[src/tgc_pkg.sv]
// Summary of operation
// both bits set: external square wave sources tone
// mode bit clear, enable set: input gates carrier
// continuous tone: input high, enable bit switches
// external mode output follows input frequency, duty
// host sets both bits before square wave
// external mode tone starts about 1 us
// external mode tone stops 60 us after
// soft start 4 ms low, 6 ms high
// status at 0x0-0x1, control 0x2-0x5
// envelope start 6 us, stop 15-60 us
// enable bit clear means no tone ever
`default_nettype none
package tgc_pkg;
  localparam int unsigned CLK_HZ = 50_000_000;
  localparam int unsigned TONE_HZ = 22_000;
  localparam int unsigned TONE_HALF_CYC = CLK_HZ / (2 * TONE_HZ);
  localparam int unsigned EXT_START_NS = 1_000;
  localparam int unsigned EXT_STOP_US = 60;
  localparam int unsigned ENV_START_US = 6;
  localparam int unsigned ENV_STOP_US = 15;
  localparam int unsigned RAMP_LOW_MS = 4;
  localparam int unsigned RAMP_HIGH_MS = 6;
  localparam int unsigned EXT_START_CYC = (EXT_START_NS * (CLK_HZ / 1_000_000) + 999) / 1000;
  localparam int unsigned EXT_STOP_CYC = (EXT_STOP_US * (CLK_HZ / 1_000_000));
  localparam int unsigned ENV_START_CYC = (ENV_START_US * (CLK_HZ / 1_000_000));
  localparam int unsigned ENV_STOP_CYC = (ENV_STOP_US * (CLK_HZ / 1_000_000));
  localparam int unsigned RAMP_LOW_CYC = RAMP_LOW_MS * (CLK_HZ / 1_000);
  localparam int unsigned RAMP_HIGH_CYC = RAMP_HIGH_MS * (CLK_HZ / 1_000);
  localparam int TIMER_W = 12;
  localparam int RAMP_W = 20;
  // device register map
  localparam logic [7:0] FAULT_FLAGS_A_ADDR = 8'h00;
  localparam logic [7:0] FAULT_FLAGS_B_ADDR = 8'h01;
  localparam logic [7:0] CONTROL_WORD_A_ADDR = 8'h02;
  localparam logic [7:0] CONTROL_WORD_B_ADDR = 8'h03;
  localparam logic [7:0] CONTROL_WORD_C_ADDR = 8'h04;
  localparam logic [7:0] CONTROL_WORD_D_ADDR = 8'h05;
  localparam logic [7:0] CONTROL_RESET = 8'h00;
  // control_word_a fields
  localparam int OUT_EN_BIT = 0;
  localparam int LEVEL_HIGH_BIT = 1;
  // control_word_b fields
  localparam int EXT_TONE_MODE_BIT = 0;
  localparam int TONE_ON_BIT = 1;
  // fault_flags_a fields
  localparam int ST_TONE_BIT = 0;
  localparam int ST_RAMPING_BIT = 1;
  localparam int ST_GATE_BIT = 2;
  // fault_flags_b fields
  localparam int ST_READY_BIT = 0;
  // host controller map
  localparam logic [7:0] HOST_MODE_ADDR = 8'h00;
  localparam logic [7:0] HOST_STATUS_ADDR = 8'h01;
  localparam logic [7:0] HOST_FWD_BASE = 8'h10;
  localparam logic [7:0] HOST_FWD_LAST = 8'h15;
  localparam int HM_GO_BIT = 2;
  localparam int HM_ENV_LEVEL_BIT = 3;
  localparam logic [7:0] HOST_MODE_RESET = 8'h00;

  typedef enum logic [1:0] {
    TGC_MODE_OFF = 2'h0,
    TGC_MODE_EXT = 2'h1,
    TGC_MODE_ENV = 2'h2,
    TGC_MODE_CONT = 2'h3
  } tgc_mode_t;

  typedef enum logic [1:0] {
    TGC_GATE_OFF = 2'h0,
    TGC_GATE_STARTING = 2'h1,
    TGC_GATE_ON = 2'h2
  } tgc_gate_t;

  typedef enum logic [1:0] {
    TGC_H_IDLE = 2'h0,
    TGC_H_SETUP = 2'h1,
    TGC_H_RUN = 2'h2,
    TGC_H_STOP = 2'h3
  } tgc_hstate_t;
endpackage : tgc_pkg
`default_nettype wire

[src/tgc_if.sv]
`timescale 1ns/1ns
`default_nettype none
interface tgc_if;
  logic [7:0] reg_addr;
  logic [7:0] reg_wdata;
  logic reg_wr;
  logic reg_rd;
  logic [7:0] reg_rdata;
  logic tone_control_input;

  modport host (
    output reg_addr,
    output reg_wdata,
    output reg_wr,
    output reg_rd,
    input reg_rdata,
    output tone_control_input
  );

  modport dev (
    input reg_addr,
    input reg_wdata,
    input reg_wr,
    input reg_rd,
    output reg_rdata,
    input tone_control_input
  );
endinterface : tgc_if
`default_nettype wire

[src/tgc_device.sv]
`timescale 1ns/1ns
`default_nettype none
module tgc_device
  import tgc_pkg::*;
#(
  parameter int unsigned RAMP_LOW_CYCLES = RAMP_LOW_CYC,
  parameter int unsigned RAMP_HIGH_CYCLES = RAMP_HIGH_CYC
) (
  input wire logic clk_in,
  input wire logic rstn_in,
  tgc_if.dev link,
  output logic regulated_output_tone_out,
  output logic regulated_output_ramping_out,
  output logic regulated_output_ready_out,
  output logic regulated_output_high_out
);
  function automatic logic is_control(input logic [7:0] a);
    is_control = (a >= CONTROL_WORD_A_ADDR) && (a <= CONTROL_WORD_D_ADDR);
  endfunction : is_control

  logic [7:0] ctrl_reg [0:3];
  logic [7:0] rdata_reg;
  logic sync1_reg;
  logic sync2_reg;
  logic prev_reg;
  tgc_gate_t gate_reg;
  logic [TIMER_W-1:0] timer_reg;
  logic [TIMER_W-1:0] half_cnt_reg;
  logic carrier_reg;
  logic tone_reg;
  logic [RAMP_W-1:0] ramp_cnt_reg;
  logic ramping_reg;
  logic ready_reg;
  logic en_prev_reg;
  logic hi_prev_reg;

  logic [1:0] ctrl_idx;
  logic tone_on_bit;
  logic external_tone_mode;
  logic in_edge;
  logic activity;
  logic [TIMER_W-1:0] start_cyc;
  logic [TIMER_W-1:0] stop_cyc;
  logic out_en;
  logic out_high;
  logic [RAMP_W-1:0] ramp_target;
  logic ramp_restart;

  assign ctrl_idx = 2'(link.reg_addr - CONTROL_WORD_A_ADDR);
  assign tone_on_bit = ctrl_reg[1][TONE_ON_BIT];
  assign external_tone_mode = ctrl_reg[1][EXT_TONE_MODE_BIT];
  assign in_edge = sync2_reg ^ prev_reg;
  // square wave is detected by its edges, an envelope by its level
  assign activity = external_tone_mode ? in_edge : sync2_reg; // see R1
  assign start_cyc = external_tone_mode ? TIMER_W'(EXT_START_CYC) : TIMER_W'(ENV_START_CYC); // see R6
  assign stop_cyc = external_tone_mode ? TIMER_W'(EXT_STOP_CYC) : TIMER_W'(ENV_STOP_CYC); // see R7
  assign out_en = ctrl_reg[0][OUT_EN_BIT];
  assign out_high = ctrl_reg[0][LEVEL_HIGH_BIT];
  assign ramp_target = out_high ? RAMP_W'(RAMP_HIGH_CYCLES - 1) : RAMP_W'(RAMP_LOW_CYCLES - 1);
  assign ramp_restart = out_en && (!en_prev_reg || (out_high != hi_prev_reg));

  // control registers, all cleared at reset so the output starts disabled
  genvar gi;
  generate
    for (gi = 0; gi < 4; gi++) begin : g_ctrl
      always_ff @(posedge clk_in or negedge rstn_in) begin
        if (!rstn_in) begin
          ctrl_reg[gi] <= CONTROL_RESET;
        end else if (link.reg_wr && is_control(link.reg_addr) && (ctrl_idx == 2'(gi))) begin
          ctrl_reg[gi] <= link.reg_wdata;
        end
      end
    end
  endgenerate

  // read data valid only in the cycle after the strobe, zero elsewhere
  always_ff @(posedge clk_in or negedge rstn_in) begin
    if (!rstn_in) begin
      rdata_reg <= 8'h00;
    end else if (link.reg_rd) begin
      if (link.reg_addr == FAULT_FLAGS_A_ADDR) begin
        rdata_reg <= {5'h00, (gate_reg == TGC_GATE_ON), ramping_reg, tone_reg};
      end else if (link.reg_addr == FAULT_FLAGS_B_ADDR) begin
        rdata_reg <= {7'h00, ready_reg};
      end else if (is_control(link.reg_addr)) begin
        rdata_reg <= ctrl_reg[ctrl_idx];
      end else begin
        rdata_reg <= 8'h00;
      end
    end else begin
      rdata_reg <= 8'h00;
    end
  end

  // tone line is asynchronous to this clock
  always_ff @(posedge clk_in or negedge rstn_in) begin
    if (!rstn_in) begin
      sync1_reg <= 1'b0;
      sync2_reg <= 1'b0;
      prev_reg <= 1'b0;
    end else begin
      sync1_reg <= link.tone_control_input;
      sync2_reg <= sync1_reg;
      prev_reg <= sync2_reg;
    end
  end

  // internal carrier, halted while the enable bit is clear
  always_ff @(posedge clk_in or negedge rstn_in) begin
    if (!rstn_in) begin
      half_cnt_reg <= '0;
      carrier_reg <= 1'b0;
    end else if (!tone_on_bit) begin
      half_cnt_reg <= '0;
      carrier_reg <= 1'b0;
    end else if (half_cnt_reg == TIMER_W'(TONE_HALF_CYC - 1)) begin
      half_cnt_reg <= '0;
      carrier_reg <= ~carrier_reg;
    end else begin
      half_cnt_reg <= half_cnt_reg + 1'b1;
    end
  end

  // gate: start delay after first activity, stop delay after last activity
  always_ff @(posedge clk_in or negedge rstn_in) begin
    if (!rstn_in) begin
      gate_reg <= TGC_GATE_OFF;
      timer_reg <= '0;
    end else if (!tone_on_bit) begin
      gate_reg <= TGC_GATE_OFF;
      timer_reg <= '0;
    end else begin
      case (gate_reg)
        TGC_GATE_OFF: begin
          timer_reg <= '0;
          if (activity) begin
            gate_reg <= TGC_GATE_STARTING;
          end
        end
        TGC_GATE_STARTING: begin
          if (!external_tone_mode && !sync2_reg) begin
            gate_reg <= TGC_GATE_OFF; // envelope pulse shorter than the start delay
            timer_reg <= '0;
          end else if (timer_reg >= start_cyc - 1'b1) begin
            gate_reg <= TGC_GATE_ON; // see R6
            timer_reg <= '0;
          end else begin
            timer_reg <= timer_reg + 1'b1;
          end
        end
        TGC_GATE_ON: begin
          if (activity) begin
            timer_reg <= '0;
          end else if (timer_reg >= stop_cyc - 1'b1) begin
            gate_reg <= TGC_GATE_OFF; // see R7
            timer_reg <= '0;
          end else begin
            timer_reg <= timer_reg + 1'b1;
          end
        end
        default: begin
          gate_reg <= TGC_GATE_OFF;
          timer_reg <= '0;
        end
      endcase
    end
  end

  // external mode passes the line itself so frequency and duty follow it
  always_ff @(posedge clk_in or negedge rstn_in) begin
    if (!rstn_in) begin
      tone_reg <= 1'b0;
    end else if (tone_on_bit && (gate_reg == TGC_GATE_ON)) begin // see R11
      tone_reg <= external_tone_mode ? sync2_reg : carrier_reg; // see R4 see R1
    end else begin
      tone_reg <= 1'b0;
    end
  end

  // soft start: restarts from zero on enable or level change
  always_ff @(posedge clk_in or negedge rstn_in) begin
    if (!rstn_in) begin
      ramp_cnt_reg <= '0;
      ramping_reg <= 1'b0;
      ready_reg <= 1'b0;
      en_prev_reg <= 1'b0;
      hi_prev_reg <= 1'b0;
    end else begin
      en_prev_reg <= out_en;
      hi_prev_reg <= out_high;
      if (!out_en) begin
        ramp_cnt_reg <= '0;
        ramping_reg <= 1'b0;
        ready_reg <= 1'b0;
      end else if (ramp_restart) begin
        ramp_cnt_reg <= '0;
        ramping_reg <= 1'b1;
        ready_reg <= 1'b0;
      end else if (ramping_reg) begin
        if (ramp_cnt_reg >= ramp_target) begin
          ramping_reg <= 1'b0;
          ready_reg <= 1'b1;
        end else begin
          ramp_cnt_reg <= ramp_cnt_reg + 1'b1;
        end
      end
    end
  end

  assign link.reg_rdata = rdata_reg;
  assign regulated_output_tone_out = tone_reg;
  assign regulated_output_ramping_out = ramping_reg;
  assign regulated_output_ready_out = ready_reg;
  assign regulated_output_high_out = hi_prev_reg && ready_reg;
endmodule : tgc_device
`default_nettype wire

[src/flat_wrapper.sv]
// flat-port wrapper written by rule: the top's interface ports become plain ports
module tgc_device_flat import tgc_pkg::*;
#(
  parameter int unsigned RAMP_LOW_CYCLES = RAMP_LOW_CYC,
  parameter int unsigned RAMP_HIGH_CYCLES = RAMP_HIGH_CYC
)
  (clk_in, rstn_in, regulated_output_tone_out, regulated_output_ramping_out, regulated_output_ready_out, regulated_output_high_out, link_reg_addr, link_reg_wdata, link_reg_wr, link_reg_rd, link_reg_rdata, link_tone_control_input);
  tgc_if link_i ();
  input wire logic clk_in;
  input wire logic rstn_in;
  output logic regulated_output_tone_out;
  output logic regulated_output_ramping_out;
  output logic regulated_output_ready_out;
  output logic regulated_output_high_out;
  input wire logic [$bits(link_i.reg_addr)-1:0] link_reg_addr;
  input wire logic [$bits(link_i.reg_wdata)-1:0] link_reg_wdata;
  input wire logic [$bits(link_i.reg_wr)-1:0] link_reg_wr;
  input wire logic [$bits(link_i.reg_rd)-1:0] link_reg_rd;
  output wire logic [$bits(link_i.reg_rdata)-1:0] link_reg_rdata;
  input wire logic [$bits(link_i.tone_control_input)-1:0] link_tone_control_input;
  assign link_i.reg_addr = link_reg_addr;
  assign link_i.reg_wdata = link_reg_wdata;
  assign link_i.reg_wr = link_reg_wr;
  assign link_i.reg_rd = link_reg_rd;
  assign link_reg_rdata = link_i.reg_rdata;
  assign link_i.tone_control_input = link_tone_control_input;
  tgc_device #(.RAMP_LOW_CYCLES(RAMP_LOW_CYCLES), .RAMP_HIGH_CYCLES(RAMP_HIGH_CYCLES)) u_core (.clk_in(clk_in), .rstn_in(rstn_in), .link(link_i), .regulated_output_tone_out(regulated_output_tone_out), .regulated_output_ramping_out(regulated_output_ramping_out), .regulated_output_ready_out(regulated_output_ready_out), .regulated_output_high_out(regulated_output_high_out));
endmodule
[config.mk]
export PLATFORM = sky130hd
export DESIGN_NAME = tgc_device_flat
export DESIGN_NICKNAME = d
export VERILOG_FILES = /design/src/tgc_pkg.sv /design/src/tgc_if.sv /design/src/tgc_device.sv /design/src/flat_wrapper.sv
export SDC_FILE = /design/constraint.sdc
export NUM_CORES = 1
export LEC_CHECK = 0
export BUFFER_PORTS_ARGS = -buffer_cell sky130_fd_sc_hd__buf_2
export CAP_MARGIN = 20
export CORE_UTILIZATION = 65
export CTS_CLUSTER_SIZE = 16
export DETAILED_ROUTE_END_ITERATION = 6
export GPL_ROUTABILITY_DRIVEN = 0
export MAX_ROUTING_LAYER = met4
export PLACE_DENSITY = 0.85
export SETUP_SLACK_MARGIN = 0.3
export SLEW_MARGIN = 15
export SYNTH_ARGS = -nofsm -noshare
export SYNTH_HDL_FRONTEND = slang
export SYNTH_SLANG_ARGS = --single-unit
export TNS_END_PERCENT = 10
[constraint.sdc]
create_clock -name clk_in -period 4.26 [get_ports clk_in]
set_input_delay 0.213 -clock clk_in [delete_from_list [all_inputs] [get_ports clk_in]]
set_output_delay 0.213 -clock clk_in [all_outputs]
set_load 0.005 [all_outputs]
==> results.md, run 1 <==
- The run finished with clean final reports.
- The type of the most critical hold path is in -> reg.
- The largest single stage delay on the critical path is between 0.5 and 0.6 ns.
- The root buffer cell chosen for the clock tree is sky130_fd_sc_hd__clkbuf_8.
- The later pin in the worst-skew pair is clocked with a latency of 0.37 ns.
- After synthesis, the netlist uses 42 different library cells.
- The source of the worst hold timing path is link_reg_wdata[5].
- The number of buffers between clock root and the deepest sink is 2.
- The first-pass GRT wire length is 15300 µm.
- The level count of the clock H-tree is 3.
- The shortest period the worst path allows is 2.85 ns.
- For this run, asynchronously set or reset flops after synthesis account for 100%.
- The depth of the most critical reg-to-reg path is 9.
- In this run the tool buffered the top-level ports with 32 buffer cells.
- Once the floorplan was initialized, standard cells occupied 68.8% of the core.
- The flip-flop count of the largest register, all copies and words added is 32.
- For this design the ratio of total power to cell area is roughly 330 mW/mm².
- Buffers added to address setup during post-CTS repair amount to 0.
- The diode insertion count for antenna repair is 0.
- The residual DRC count is 0.
- The maximum number of pins on one net before global-route repair is 54.
- The area of the placeable core is 0.00694 mm².
- The sum of negative setup slack is 0 ns.
- The family with the most delay on the worst path is compound AO/OA/AOI/OAI gates.
- Compared with the post-synthesis result, the final layout area differs by 9.27%.
- The number of enable-type register cells in the synthesized netlist is 0.
- The first routing iteration left 182 violations.
- After clock tree synthesis, the clock-pin slew on the worst setup and hold paths is ~0.10 ns.
- The worst ir drop on vdd is around 0.00018 V.
- The net count reported at finish is approximately 510.
- After technology mapping, the gate count stands at between 400 and 500.
- The nature of the critical path endpoint is a flip-flop.
- In the final routed layout, each cell accounts on average for 16.6 µm.
- Dividing the detail-routed via count by the number of cells gives ~6.
- The critical path goes through inv_1, ha_1, a21o_1, a221o_1, a2111oi_2, buf_4, nand2_1, xor2_1, nor2_1.
- Across every metal layer, demand over resource in global routing totals 26.9%.
- The register area share after synthesis is approximately 50%.
- The HPWL after detailed placement is 6150 µm.
- The number of synthesized register bits is 95.
- The cell leakage power is 2.56 nW.
- The terminating pin of the worst hold path is u_core.ctrl_reg[5].
- The first-pass iteration count of the detailed router is 4.
- The sum of overflow across all layers after global routing is 0.
- The synthesized area is 0.00478 mm².
- The combined buffer and inverter count along the critical path is 2.
- The number of clock buffers inserted by TritonCTS is 9.
- The die width is about 88 µm.
- The share of layout cells above drive strength 1 is around a fifth.
- The worst setup path is launched from a flip-flop.
- The required arrival time at the worst endpoint is 4.48 ns.
- The routed wire length is 9270 µm.
- Setup repair after global routing left no endpoint under its margin.
- Max-cap violations in this run came to 0.
- TritonCTS built the clock tree.
- The most frequently used flop master after synthesis is sky130_fd_sc_hd__dfrtp_1.
- The remaining number of nets flagged by the antenna check after routing is 0.
- The die area is 0.00770 mm².
- The final-report hold violation count came to 0.
- The floorplan has 30 rows.
- The post-synthesis area per instance is 11.3 µm².
- On the final layout, the worst clock skew is 0.0160 ns.
- The worst path arrival time is slightly above 3 ns.
- The number of antenna violations at the first check in global routing is 0.
- The largest fanout on the critical path is 20.
- The number of warnings reported in the yosys synthesis log is 0.
- The worst hold path passes through 2 cells.
- The final count of negative-setup-slack endpoints is 0.
- In this run the tightest slew margin relative to its limit is around 42%.
- The final worst hold slack is 0.105 ns.
- 33 I/O pins were placed.
- The transition time at the pin with the least slew margin is 0.861 ns.
- For this block, the via count after detailed routing is between 3000 and 4000.
- The total placed instance area is 0.00502 mm².
- The end of the worst register-to-register path is u_core.ramp_cnt_reg[0].
- The post-layout instance area is 0.00522 mm².
- Setup slack on the worst reg-to-reg path comes out at 1.41 ns.
- Of the available clock period, the critical path in the final layout requires between 60% and 70%.
- In this run the critical register-to-register path is launched from u_core.ctrl_reg[25].
- The clock drives 95 sinks.
- The die span in y is slightly below 90 µm.
- The count of pins over their slew limit is 0.
- The upper clock frequency limit is 351 MHz.
- The slowest stage of the critical path is the sky130_fd_sc_hd__dfrtp_1 cell.
- Counting every net in the synthesized netlist gives 471.
- The critical path start-end classification is reg -> reg.
- The via count of the first global-routing pass was roughly 3300.
[cell type report]
class	count	area (µm²)
clock buffer	10	138
clock inverter	6	46.3
timing repair buffer	36	198
sequential	95	2380
fill	456	1720
inverter	10	37.5
tap	96	120
multi-input combinational	306	2310
[cell usage after synthesis (3+ instances only)]
library cell               number  area (µm²)
sky130_fd_sc_hd__ha_1          26         325
sky130_fd_sc_hd__mux2i_1        6        60.1
sky130_fd_sc_hd__inv_1         10        37.5
sky130_fd_sc_hd__nor3_1         3        15.0
sky130_fd_sc_hd__nand3_1       21         105
sky130_fd_sc_hd__and2_1         5        31.3
sky130_fd_sc_hd__nor3_2         3        30.0
sky130_fd_sc_hd__o21ai_0        6        30.0
sky130_fd_sc_hd__a21oi_1        8        40.0
sky130_fd_sc_hd__nor2b_1        6        37.5
sky130_fd_sc_hd__clkbuf_1       9        33.8
sky130_fd_sc_hd__a31oi_1        3        18.8
sky130_fd_sc_hd__nand4_1       15        93.8
sky130_fd_sc_hd__mux4_2         7         158
sky130_fd_sc_hd__xnor2_1       11        96.3
sky130_fd_sc_hd__nand2_1       17        63.8
sky130_fd_sc_hd__nor2_1        53         199
sky130_fd_sc_hd__and3_1        25         156
sky130_fd_sc_hd__dfrtp_1       95        2380
sky130_fd_sc_hd__nand2b_1       3        18.8
sky130_fd_sc_hd__mux2_2        30         338
sky130_fd_sc_hd__a211oi_1       4        30.0
sky130_fd_sc_hd__xor2_1        30         263
[layer usage]
| metal | global-route usage, % | part of all wire [%] | vias up |
|---|---|---|---|
| met5 | - | 0 | - |
| met4 | 8.79 | 1.2 | 0 |
| met3 | 5.56 | 4.1 | 14 |
| met2 | 42.5 | 50 | 97 |
| met1 | 34.9 | 44 | 1652 |
| li1 | - | - | 1578 |
[report_power, final]
group,switching [W],internal [W]
combinational,0.0000970,0.0000700
clock,0.000321,0.000230
sequential,0.0000515,0.000942
total,0.000469,0.00124
[metrics by stage]
| stage | utilization, % | setup slack [ns] | power [W] | std cells |
|---|---|---|---|---|
| global placement | 72.3 | 1.58 | 0.00116 | 541 |
| finish | 75.2 | 1.41 | 0.00171 | 559 |
| floorplan | - | 1.83 | 0.00111 | 424 |
| global route | 75.2 | 1.29 | 0.00179 | 559 |
| CTS | 75.2 | 1.43 | 0.00172 | 559 |
| detailed placement | 72.3 | 1.45 | 0.00118 | 541 |
[logic make-up (layout without fill, tap and decap cells)]
family	after synthesis	in the layout	share of synthesized area (%)
flops	95	95	49.7
simple gates	162	162	17.5
xor+xnor	41	41	7.51
buf+inv	23	62	2.02
fa+ha+maj	26	26	6.81
mux	43	43	11.6
compound gates	34	34	4.79
[cell usage in the layout (no fill, tap or decap), types with 4 or more instances in the layout]
master,Yosys,final
sky130_fd_sc_hd__nand2_1,17,17
sky130_fd_sc_hd__xor2_1,30,30
sky130_fd_sc_hd__and2_1,5,5
sky130_fd_sc_hd__mux4_2,7,7
sky130_fd_sc_hd__nand4_1,15,15
sky130_fd_sc_hd__nor2_1,53,53
sky130_fd_sc_hd__inv_1,10,10
sky130_fd_sc_hd__nand3_1,21,21
sky130_fd_sc_hd__xnor2_1,11,11
sky130_fd_sc_hd__a211oi_1,4,4
sky130_fd_sc_hd__mux2_2,30,30
sky130_fd_sc_hd__mux2i_1,6,6
sky130_fd_sc_hd__o21ai_0,6,6
sky130_fd_sc_hd__and3_1,25,25
sky130_fd_sc_hd__buf_2,2,31
sky130_fd_sc_hd__nor2b_1,6,6
sky130_fd_sc_hd__a21oi_1,8,8
sky130_fd_sc_hd__dfrtp_1,95,95
sky130_fd_sc_hd__clkbuf_8,0,10
sky130_fd_sc_hd__ha_1,26,26
[timing repair]
| action | CTS | global route |
|---|---|---|
| hold buffers | 2 | 0 |
| endpoints found under the hold margin | 53 | 0 |
| endpoints found under the setup margin | 0 | 0 |
| gates resized for setup | 0 | 0 |
[how the worst max path moves through the flow]
| stage | startpoint | end | cells past startpoint |
|---|---|---|---|
| final | u_core.ctrl_reg[25] | u_core.ramp_cnt_reg[0] | 9 |
| after detailed placement | u_core.ctrl_reg[25] | u_core.ramp_cnt_reg[0] | 9 |
| after floorplan | u_core.ctrl_reg[25] | u_core.ramp_cnt_reg[19] | 9 |
| after CTS | u_core.ctrl_reg[25] | u_core.ramp_cnt_reg[0] | 9 |
| after global placement | u_core.ctrl_reg[25] | u_core.ramp_cnt_reg[12] | 9 |
| after global routing | u_core.ctrl_reg[16] | u_core.timer_reg[2] | 8 |
No activity file was read; power rests on OpenSTA's default activity.
==> run 2, diff against run 1 <==
- ABC_AREA: unset -> 1
- CORE_UTILIZATION: 65 -> 61
- PLACE_DENSITY: 0.85 -> 0.8
- clock period: 4.26 -> 2.8 ns (I/O delays scaled with it)
==> run 2 against run 1 <==
Non-clock buffer count grew 1. Cell area grew 13%. Register-to-register slack lost 0.87 ns.
==> results.md, run 2 <==
- The run finished with clean final reports.
- Counting every net in the synthesized netlist gives around 750.
- Derived from the worst setup path, the maximum achievable clock frequency is between 400 and 500 MHz.
- The number of antenna diodes in the final layout is 0.
- The critical path goes through inv_1, ha_1, inv_1, nor2_1, nand2_1, nor2_1, nand2_1, nand4_1, nand2_1, nand2_1, nor2_1.
- For the final database, setup skew stands at 0.0190 ns.
- By count the netlist is led by sky130_fd_sc_hd__nand2_1, sky130_fd_sc_hd__dfrtp_1, sky130_fd_sc_hd__inv_1.
- The number of antenna violations at the first check in global routing is 0.
- The reg-to-reg setup timing slack is 0.54 ns.
- For the pin with the worst max-slew slack, the measured transition is 0.789 ns.
- The critical path starts at u_core.ctrl_reg[16].
- In this design, the critical path's most frequently occurring cell is sky130_fd_sc_hd__nand2_1.
- The first-pass iteration count of the detailed router is 6.
- The count of input and output buffers is 32.
- In this run the count of I/O pins placed on the die edge is 33.
- Buffers inserted during clock tree synthesis total 9.
- The number of maximum-capacitance constraint violations is 0.
- The required arrival time at the worst endpoint is 3.05 ns.
- The analysis attributes to cell leakage a power of 2.82 nW.
- The remaining number of nets flagged by the antenna check after routing is 0.
- The routed wire length is about 12000 µm.
- By area the synthesized netlist is led by sky130_fd_sc_hd__dfrtp_1, sky130_fd_sc_hd__nand2_1, sky130_fd_sc_hd__ha_1, sky130_fd_sc_hd__nand3_1, sky130_fd_sc_hd__inv_1.
- The synthesized netlist devotes under 10% of its cell area to compound gates.
- The register area share after synthesis is 43.8%.
- The residual DRC count is 0.
- The critical path start-end classification is reg -> reg.
- The flip-flop count of the largest register, all copies and words added is 32.
- The clock reaches the later pin of the worst-skew pair after 0.38 ns.
- In the layout the commonest cells are sky130_fd_sc_hd__nand2_1, sky130_fd_sc_hd__dfrtp_1, sky130_fd_sc_hd__inv_1.
- The final-report hold violation count is 0.
- The die is 96.4 µm wide.
- After Yosys synthesis, XOR and XNOR cells account for 2.74% of the synthesized area.
- The routed layout has 4692 vias.
- The wire length per cell is about 14 µm.
- The gate count after technology mapping is 700.
- The endpoint identified for the worst register-to-register timing path is u_core.timer_reg[4].
- The synthesized area is 0.00543 mm².
- Counting distinct cell types in the post-synthesis netlist gives 42.
- The die span in y is a little under 100 µm.
- The share of synthesized area in the top cell type comes to a little over two fifths.
- The most frequently used flop master after synthesis is sky130_fd_sc_hd__dfrtp_1.
- The global routing usage summed across all routing layers is 27.6%.
- The most frequent cell after synthesis is sky130_fd_sc_hd__nand2_1.
- The largest family of logic cells by synthesized area is simple AND/OR/NAND/NOR gates.
- The number of buffers between clock root and the deepest sink is 2.
- In this run the core area contains 34 standard-cell rows.
- The synthesized netlist devotes 5.99% of its cell area to adder and majority cells.
- Counting flops with a built-in enable in the synthesized netlist gives 0.
- The starting density of the core is 62.6%.
- In the finished design, the share of the clock period the worst path needs comes to between 80% and 90%.
- The post-route netlist has around 12% of its cells at a drive strength greater than 1.
- The region available for standard cell placement spans 0.00868 mm².
- The sum of overflow across all layers after global routing is 0.
- The final count of negative-setup-slack endpoints is 0.
- Counting cells, the worst reg-to-reg path comes to 11.
- STA classifies the critical path startpoint as a flip-flop.
- The via count of the first global-routing pass is 4231.
- Detailed placement ended at an HPWL of just over 8000 µm.
- The clock-pin transition on the worst setup and hold timing paths is 0.12 ns.
- The first-pass GRT wire length is ~19000 µm.
- Overall power consumption after layout is estimated at 0.00249 W.
- Of the total synthesized cell area, the portion taken by AND, OR, NAND and NOR gates is 32.7%.
- The relative slew slack is 47.4%.
- IR analysis of the VDD net gives a maximum drop of 0.000276 V.
- The number of warnings reported in the yosys synthesis log is 0.
- The number of synthesized register bits is 95.
- The clock root buffer master is sky130_fd_sc_hd__clkbuf_8.
- For the worst setup path, the data arrival time is 2.51 ns.
- The first routing iteration left 255 violations.
- Of all flip-flops after synthesis, the portion carrying an async set or reset was 100%.
- Setup repair after global routing left no endpoint under its margin.
- The number of setup buffers added after CTS is 0.
- The count of fill cells added during filler insertion is 744.
- The maximum number of pins on one net before global-route repair is 90.
- The via density per instance is 5.53.
- The worst setup path is captured at a flip-flop.
- The average instance in the mapped netlist occupies 7.76 µm².
- The sink count of the clock tree is 95.
- The cell at the slowest stage of the critical path is sky130_fd_sc_hd__dfrtp_1.
- Compared with the post-synthesis result, the final layout area differs by 8.52%.
- The sum of negative setup slack is 0 ns.
- The H-tree was split into 3 levels.
- Of all cell types, the one taking the most synthesized area is sky130_fd_sc_hd__dfrtp_1.
- The power per cell area is 422 mW/mm².
- The shortest period the worst path allows is 2.26 ns.
- The die covers 0.00929 mm².
- The launch instance of the worst register-to-register path is u_core.ctrl_reg[16].
- The path class of the tightest hold or removal check is in -> reg.
- The library cell used most frequently in the layout, excluding fill and tap cells, is sky130_fd_sc_hd__nand2_1.
- The net count of the finished layout is 783.
- The count of pins over their slew limit is 0.
- The stage delay of the slowest cell on the critical path is approximately 0.53 ns.
- The largest fanout on the critical path is 11.
- The last element of the critical path is u_core.timer_reg[4].
- The TritonCTS clock tree is yes.
- The portion of netlist area occupied by mux cells is 0%.
==> run 2: worst max-delay path, delay by kind of cell, from the launching register on <==
family                   cells  cell delay (ns)
adder cells (fa/ha/maj)      1             0.35
buffers and inverters        2             0.24
flip-flops                   1             0.53
AND/OR/NAND/NOR              8             1.00
==> run 2: layer usage <==
| metal | global-route usage (%) | routed length, µm |
|---|---|---|
| met5 | - | 0 |
| met4 | 10.4 | 277 |
| met3 | 3.99 | 624 |
| met2 | 45.7 | 5800 |
| met1 | 34.6 | 5150 |
==> run 2: timing repair <==
action	in CTS	in global routing
hold buffers	1	1
hold endpoints to repair	1	88
gates resized for setup	0	1
endpoints found under the setup margin	0	18
==> run 2: logic make-up after synthesis <==
logic type      Yosys count
fa+ha+maj                26
xor+xnor                 17
simple gates            396
compound gates           74
flops                    95
buf+inv                  92
==> run 2: cell type report <==
| cell class | instances | area [µm²] | area share [%] |
|---|---|---|---|
| multi-input combinational | 514 | 2680 | 45.4 |
| sequential | 95 | 2380 | 40.3 |
| inverter | 79 | 297 | 5.03 |
| timing repair buffer | 37 | 209 | 3.54 |
| tap | 108 | 135 | 2.29 |
| clock buffer | 9 | 124 | 2.10 |
| clock inverter | 7 | 73.8 | 1.25 |
==> run 2: how the worst min path moves through the flow <==
| stage | startpoint | to | cells past startpoint |
|---|---|---|---|
| 2_1_floorplan | rstn_in | u_core.carrier_reg | 0 |
| 3_3_place_gp | link_tone_control_input | u_core.sync1_reg | 1 |
| 3_5_place_dp | link_tone_control_input | u_core.sync1_reg | 1 |
| 4_1_cts | rstn_in | u_core.ctrl_reg[12] | 1 |
| 5_1_grt | link_reg_wdata[6] | u_core.ctrl_reg[14] | 3 |
| 6_report | link_reg_rd | u_core.link.reg_rdata[2] | 3 |
==> run 2: per-stage QoR <==
| step | instance area (µm²) | std cells | utilization (%) | hold WS (ns) | setup slack, ns |
|---|---|---|---|---|---|
| after global placement | 5660 | 830 | 65.2 | 0.250 | 0.595 |
| after detailed placement | 5660 | 830 | 65.2 | 0.249 | 0.523 |
| after floorplan | 5430 | 700 | - | -0.156 | 0.966 |
| final | 5900 | 849 | 67.9 | 0.0394 | 0.544 |
| after CTS | 5870 | 847 | 67.6 | 0.000658 | 0.443 |
| after global routing | 5900 | 849 | 67.9 | 0.0633 | 0.380 |
==> run 2: where the power goes <==
part,total [W],internal [W],switching (W)
combinational,0.000158,0.0000496,0.000108
sequential,0.00143,0.00140,0.0000245
clock,0.000903,0.000350,0.000553
total,0.00249,0.00180,0.000685
==> run 3, diff against run 2 <==
- ABC_AREA: 1 -> 0
- CORE_UTILIZATION: 61 -> 60
- PLACE_DENSITY: 0.8 -> 0.79
- clock period: 2.8 -> 2.25 ns (I/O delays scaled with it)
==> run 3 against run 2 <==
The run now ends with DRC, setup timing left. First-iteration DRC count is 46% lower. Core utilization is 5.1 points higher. Routed wire length is 19% lower. Register-to-register slack worse by 0.72 ns. Combinational power grew to 2.6 times the previous value. Count of clock-buffer cells in the layout stayed put. Total power is 36% higher. Critical path type unchanged. Largest power group unchanged.
==> results.md, run 3 (same netlist as run 1, synthesis figures left out) <==
- The floorplan step defined a core boundary enclosing 0.00773 mm².
- For the worst-skew pair, the clock arrives at the later sink with an insertion delay of roughly 0.36 ns.
- The checks that failed: DRC, setup timing.
- At the end of the flow, the number of nets in the layout was 529.
- The flip-flop count of the largest register, all copies and words added is 32.
- The number of cells in the finished layout apart from fillers is 589.
- The number of antenna diodes in the final layout is 0.
- The clock skew is 0.0138 ns.
- The die is 91.3 µm wide.
- The largest fanout on the critical path is 7.
- The first-pass iteration count of the detailed router is 6.
- The number of antenna violations at the first check in global routing came to 0.
- At the pin with the least slew margin, the transition time is 0.939 ns.
- STA classifies the critical path startpoint as a flip-flop.
- For this block, the initial DRC count from the detailed router was 137.
- Of the total power, the clock network draws approximately a third.
- The post-placement cell count is 569.
- The via count is between 3000 and 4000.
- The final-report hold violation count is 0.
- The most frequent standard cell in the layout excluding fill and tap cells is sky130_fd_sc_hd__dfrtp_1.
- The via density per instance is 5.83.
- Combinational cells account for 12.0% of the total power.
- The worst pin sits at a relative slew slack of a little under two fifths.
- The worst-case IR drop observed on VDD is 0.000413 V.
- The die covers 0.00833 mm².
- The routed wire length is roughly 9600 µm.
- The starting density of the core is 61.9%.
- The final count of negative-setup-slack endpoints is 21.
- TritonCTS built the clock tree.
- The area taken by multi-input logic gates is around 0.0025 mm².
- The count of fill cells added during filler insertion is 528.
- Setup repair after global routing could not meet its margin everywhere.
- The number of standard-cell rows in the floorplan is 32.
- The analysis attributes to cell leakage a power of roughly 2.7 nW.
- The flow ran to the end, but the final reports show violations.
- The global routing usage summed across all routing layers is 26.0%.
- The maximum number of pins on one net before global-route repair is 78.
- The number of buffers between clock root and the deepest sink is 2.
- Of the total power, registers draw 54.4%.
- The share of layout cells above drive strength 1 is 31.0%.
- Internal power comes to 0.00248 W.
- The worst setup path is of the reg -> reg kind.
- The H-tree was split into 3 levels.
- The via count of the first global-routing pass is 3585.
- The power per cell area is about 600 mW/mm².
- The worst hold path belongs to the class in -> reg.
- Data on the critical path arrives at its endpoint at 2.72 ns.
- The net switching power figure is roughly 0.00091 W.
- The final worst hold slack is 0.0191 ns.
- The tree built by TritonCTS fans out to between 90 and 100 sinks.
- At the worst endpoint, the required time is 2.54 ns.
- The number of clock buffers inserted by TritonCTS is 9.
- The count of input and output buffers is 32.
- The residual DRC count is 1.
- From synthesis to final layout, the design area changed by 18.1%.
- The number of maximum-capacitance constraint violations is 0.
- The clock-pin transition on the worst setup and hold timing paths is 0.10 ns.
- The reg-to-reg setup timing slack is -0.17 ns.
- The die span in y is slightly above 90 µm.
- The first-pass GRT wire length is between 15000 and 20000 µm.
- The worst setup path is captured at a flip-flop.
- The count of pins over their slew limit was 0.
- The switching share of power is 26.9%.
- Dividing the final minimum period by the clock period gives 108%.
- The HPWL after detailed placement is 6680 µm.
- The I/O pin count is 33.
- The cell sitting at the root of the clock tree is a sky130_fd_sc_hd__clkbuf_8.
- The routed design could run at a clock period as short as 2.42 ns.
- The total power is approximately 0.0034 W.
- In the final layout, flip-flops and latches occupy 0.00238 mm².
- The remaining number of nets flagged by the antenna check after routing is 0.
- Across all setup checks in the final design, the least slack found is -0.174 ns.
- For this run the aggregate overflow at the end of global routing stands at 0.
- In the layout the commonest cells are sky130_fd_sc_hd__dfrtp_1, sky130_fd_sc_hd__nor2_1, sky130_fd_sc_hd__buf_2.
- The wire length per cell is 16.3 µm.
- The upper clock frequency limit is 413 MHz.
==> run 3: cell count changes in the layout (fill, tap and decap cells not counted), moves of 8 or more <==
cell and delta:
sky130_fd_sc_hd__nand2_2 -9, sky130_fd_sc_hd__buf_4 +22, sky130_fd_sc_hd__nand4_1 +8, sky130_fd_sc_hd__nand2_1 -186
sky130_fd_sc_hd__a21oi_1 -8, sky130_fd_sc_hd__mux2_2 +30, sky130_fd_sc_hd__o21ai_1 -34, sky130_fd_sc_hd__nand3_1 -35
sky130_fd_sc_hd__inv_1 -65, sky130_fd_sc_hd__nor3_1 -16, sky130_fd_sc_hd__and3_1 +23, sky130_fd_sc_hd__nor2_1 -27
sky130_fd_sc_hd__xor2_1 +17
==> run 3: per-stage QoR <==
stage / instance area (µm²) / setup WS (ns) / TNS (ns) / util, %
2_1_floorplan: 4820 / -0.00345 / -0.0142 / -
3_3_place_gp: 5230 / -0.0593 / -0.589 / 67.7
3_5_place_dp: 5230 / -0.187 / -2.43 / 67.7
4_1_cts: 5610 / -0.156 / -2.53 / 72.6
5_1_grt: 5650 / -0.279 / -5.19 / 73.1
6_report: 5650 / -0.174 / -2.64 / 73.1
==> run 3: metal layers <==
layer	part of all wire (%)	GRT usage, %
met4	2.1	9.39
met2	50	43.8
met1	45	32.2
met3	2.8	3.43
met5	0	-
==> run 3: final cells by class <==
| cell class | instances | area share [%] |
|---|---|---|
| clock buffers | 9 | 2.19 |
| clock inverters | 7 | 1.37 |
| repair buffers | 60 | 6.71 |
| flip-flops and latches | 95 | 42.1 |
| multi-input cells | 306 | 44.6 |
| well taps | 102 | 2.26 |
| inverters | 10 | 0.753 |
==> run 3: worst max-delay path, stage by stage (launching register included) <==
cell and delay, ns:
sky130_fd_sc_hd__dfrtp_2 0.42, sky130_fd_sc_hd__inv_4 0.07, sky130_fd_sc_hd__ha_4 0.15, sky130_fd_sc_hd__or3_4 0.38, sky130_fd_sc_hd__a221o_1 0.31, sky130_fd_sc_hd__a2111oi_4 0.42
sky130_fd_sc_hd__buf_4 0.23, sky130_fd_sc_hd__nand4_1 0.11, sky130_fd_sc_hd__xor2_1 0.16, sky130_fd_sc_hd__nor2_1 0.11
==> run 3: worst paths after layout <==
path | endpoint | cells after the start | startpoint
min in group asynchronous | u_core.ramp_cnt_reg[11] | 2 | rstn_in
worst max-delay path | u_core.ramp_cnt_reg[16] | 9 | u_core.ctrl_reg[25]
worst min register to register | u_core.sync2_reg | 0 | u_core.sync1_reg
worst max register to register | u_core.ramp_cnt_reg[16] | 9 | u_core.ctrl_reg[25]
max in group asynchronous | u_core.half_cnt_reg[4] | 3 | rstn_in
worst min-delay path | u_core.ctrl_reg[12] | 2 | link_reg_wdata[4]
==> run 3: power by group through the flow <==
stage	clock network, W	registers, W	logic [W]
6_report	0.00114	0.00185	0.000408
3_5_place_dp	0	0.00188	0.000381
2_1_floorplan	0	0.00186	0.000238
4_1_cts	0.00117	0.00185	0.000413
3_3_place_gp	0	0.00187	0.000361
5_1_grt	0.00123	0.00186	0.000461
==> run 3: what timing repair did <==
item | CTS | global route
hold buffers | 2 | 0
setup endpoints to repair | 36 | 36
pin swaps | 19 | 22
hold endpoints to repair | 76 | 0
gates cloned | 1 | 0
buffers inserted | 1 | 0
resized for setup | 27 | 12
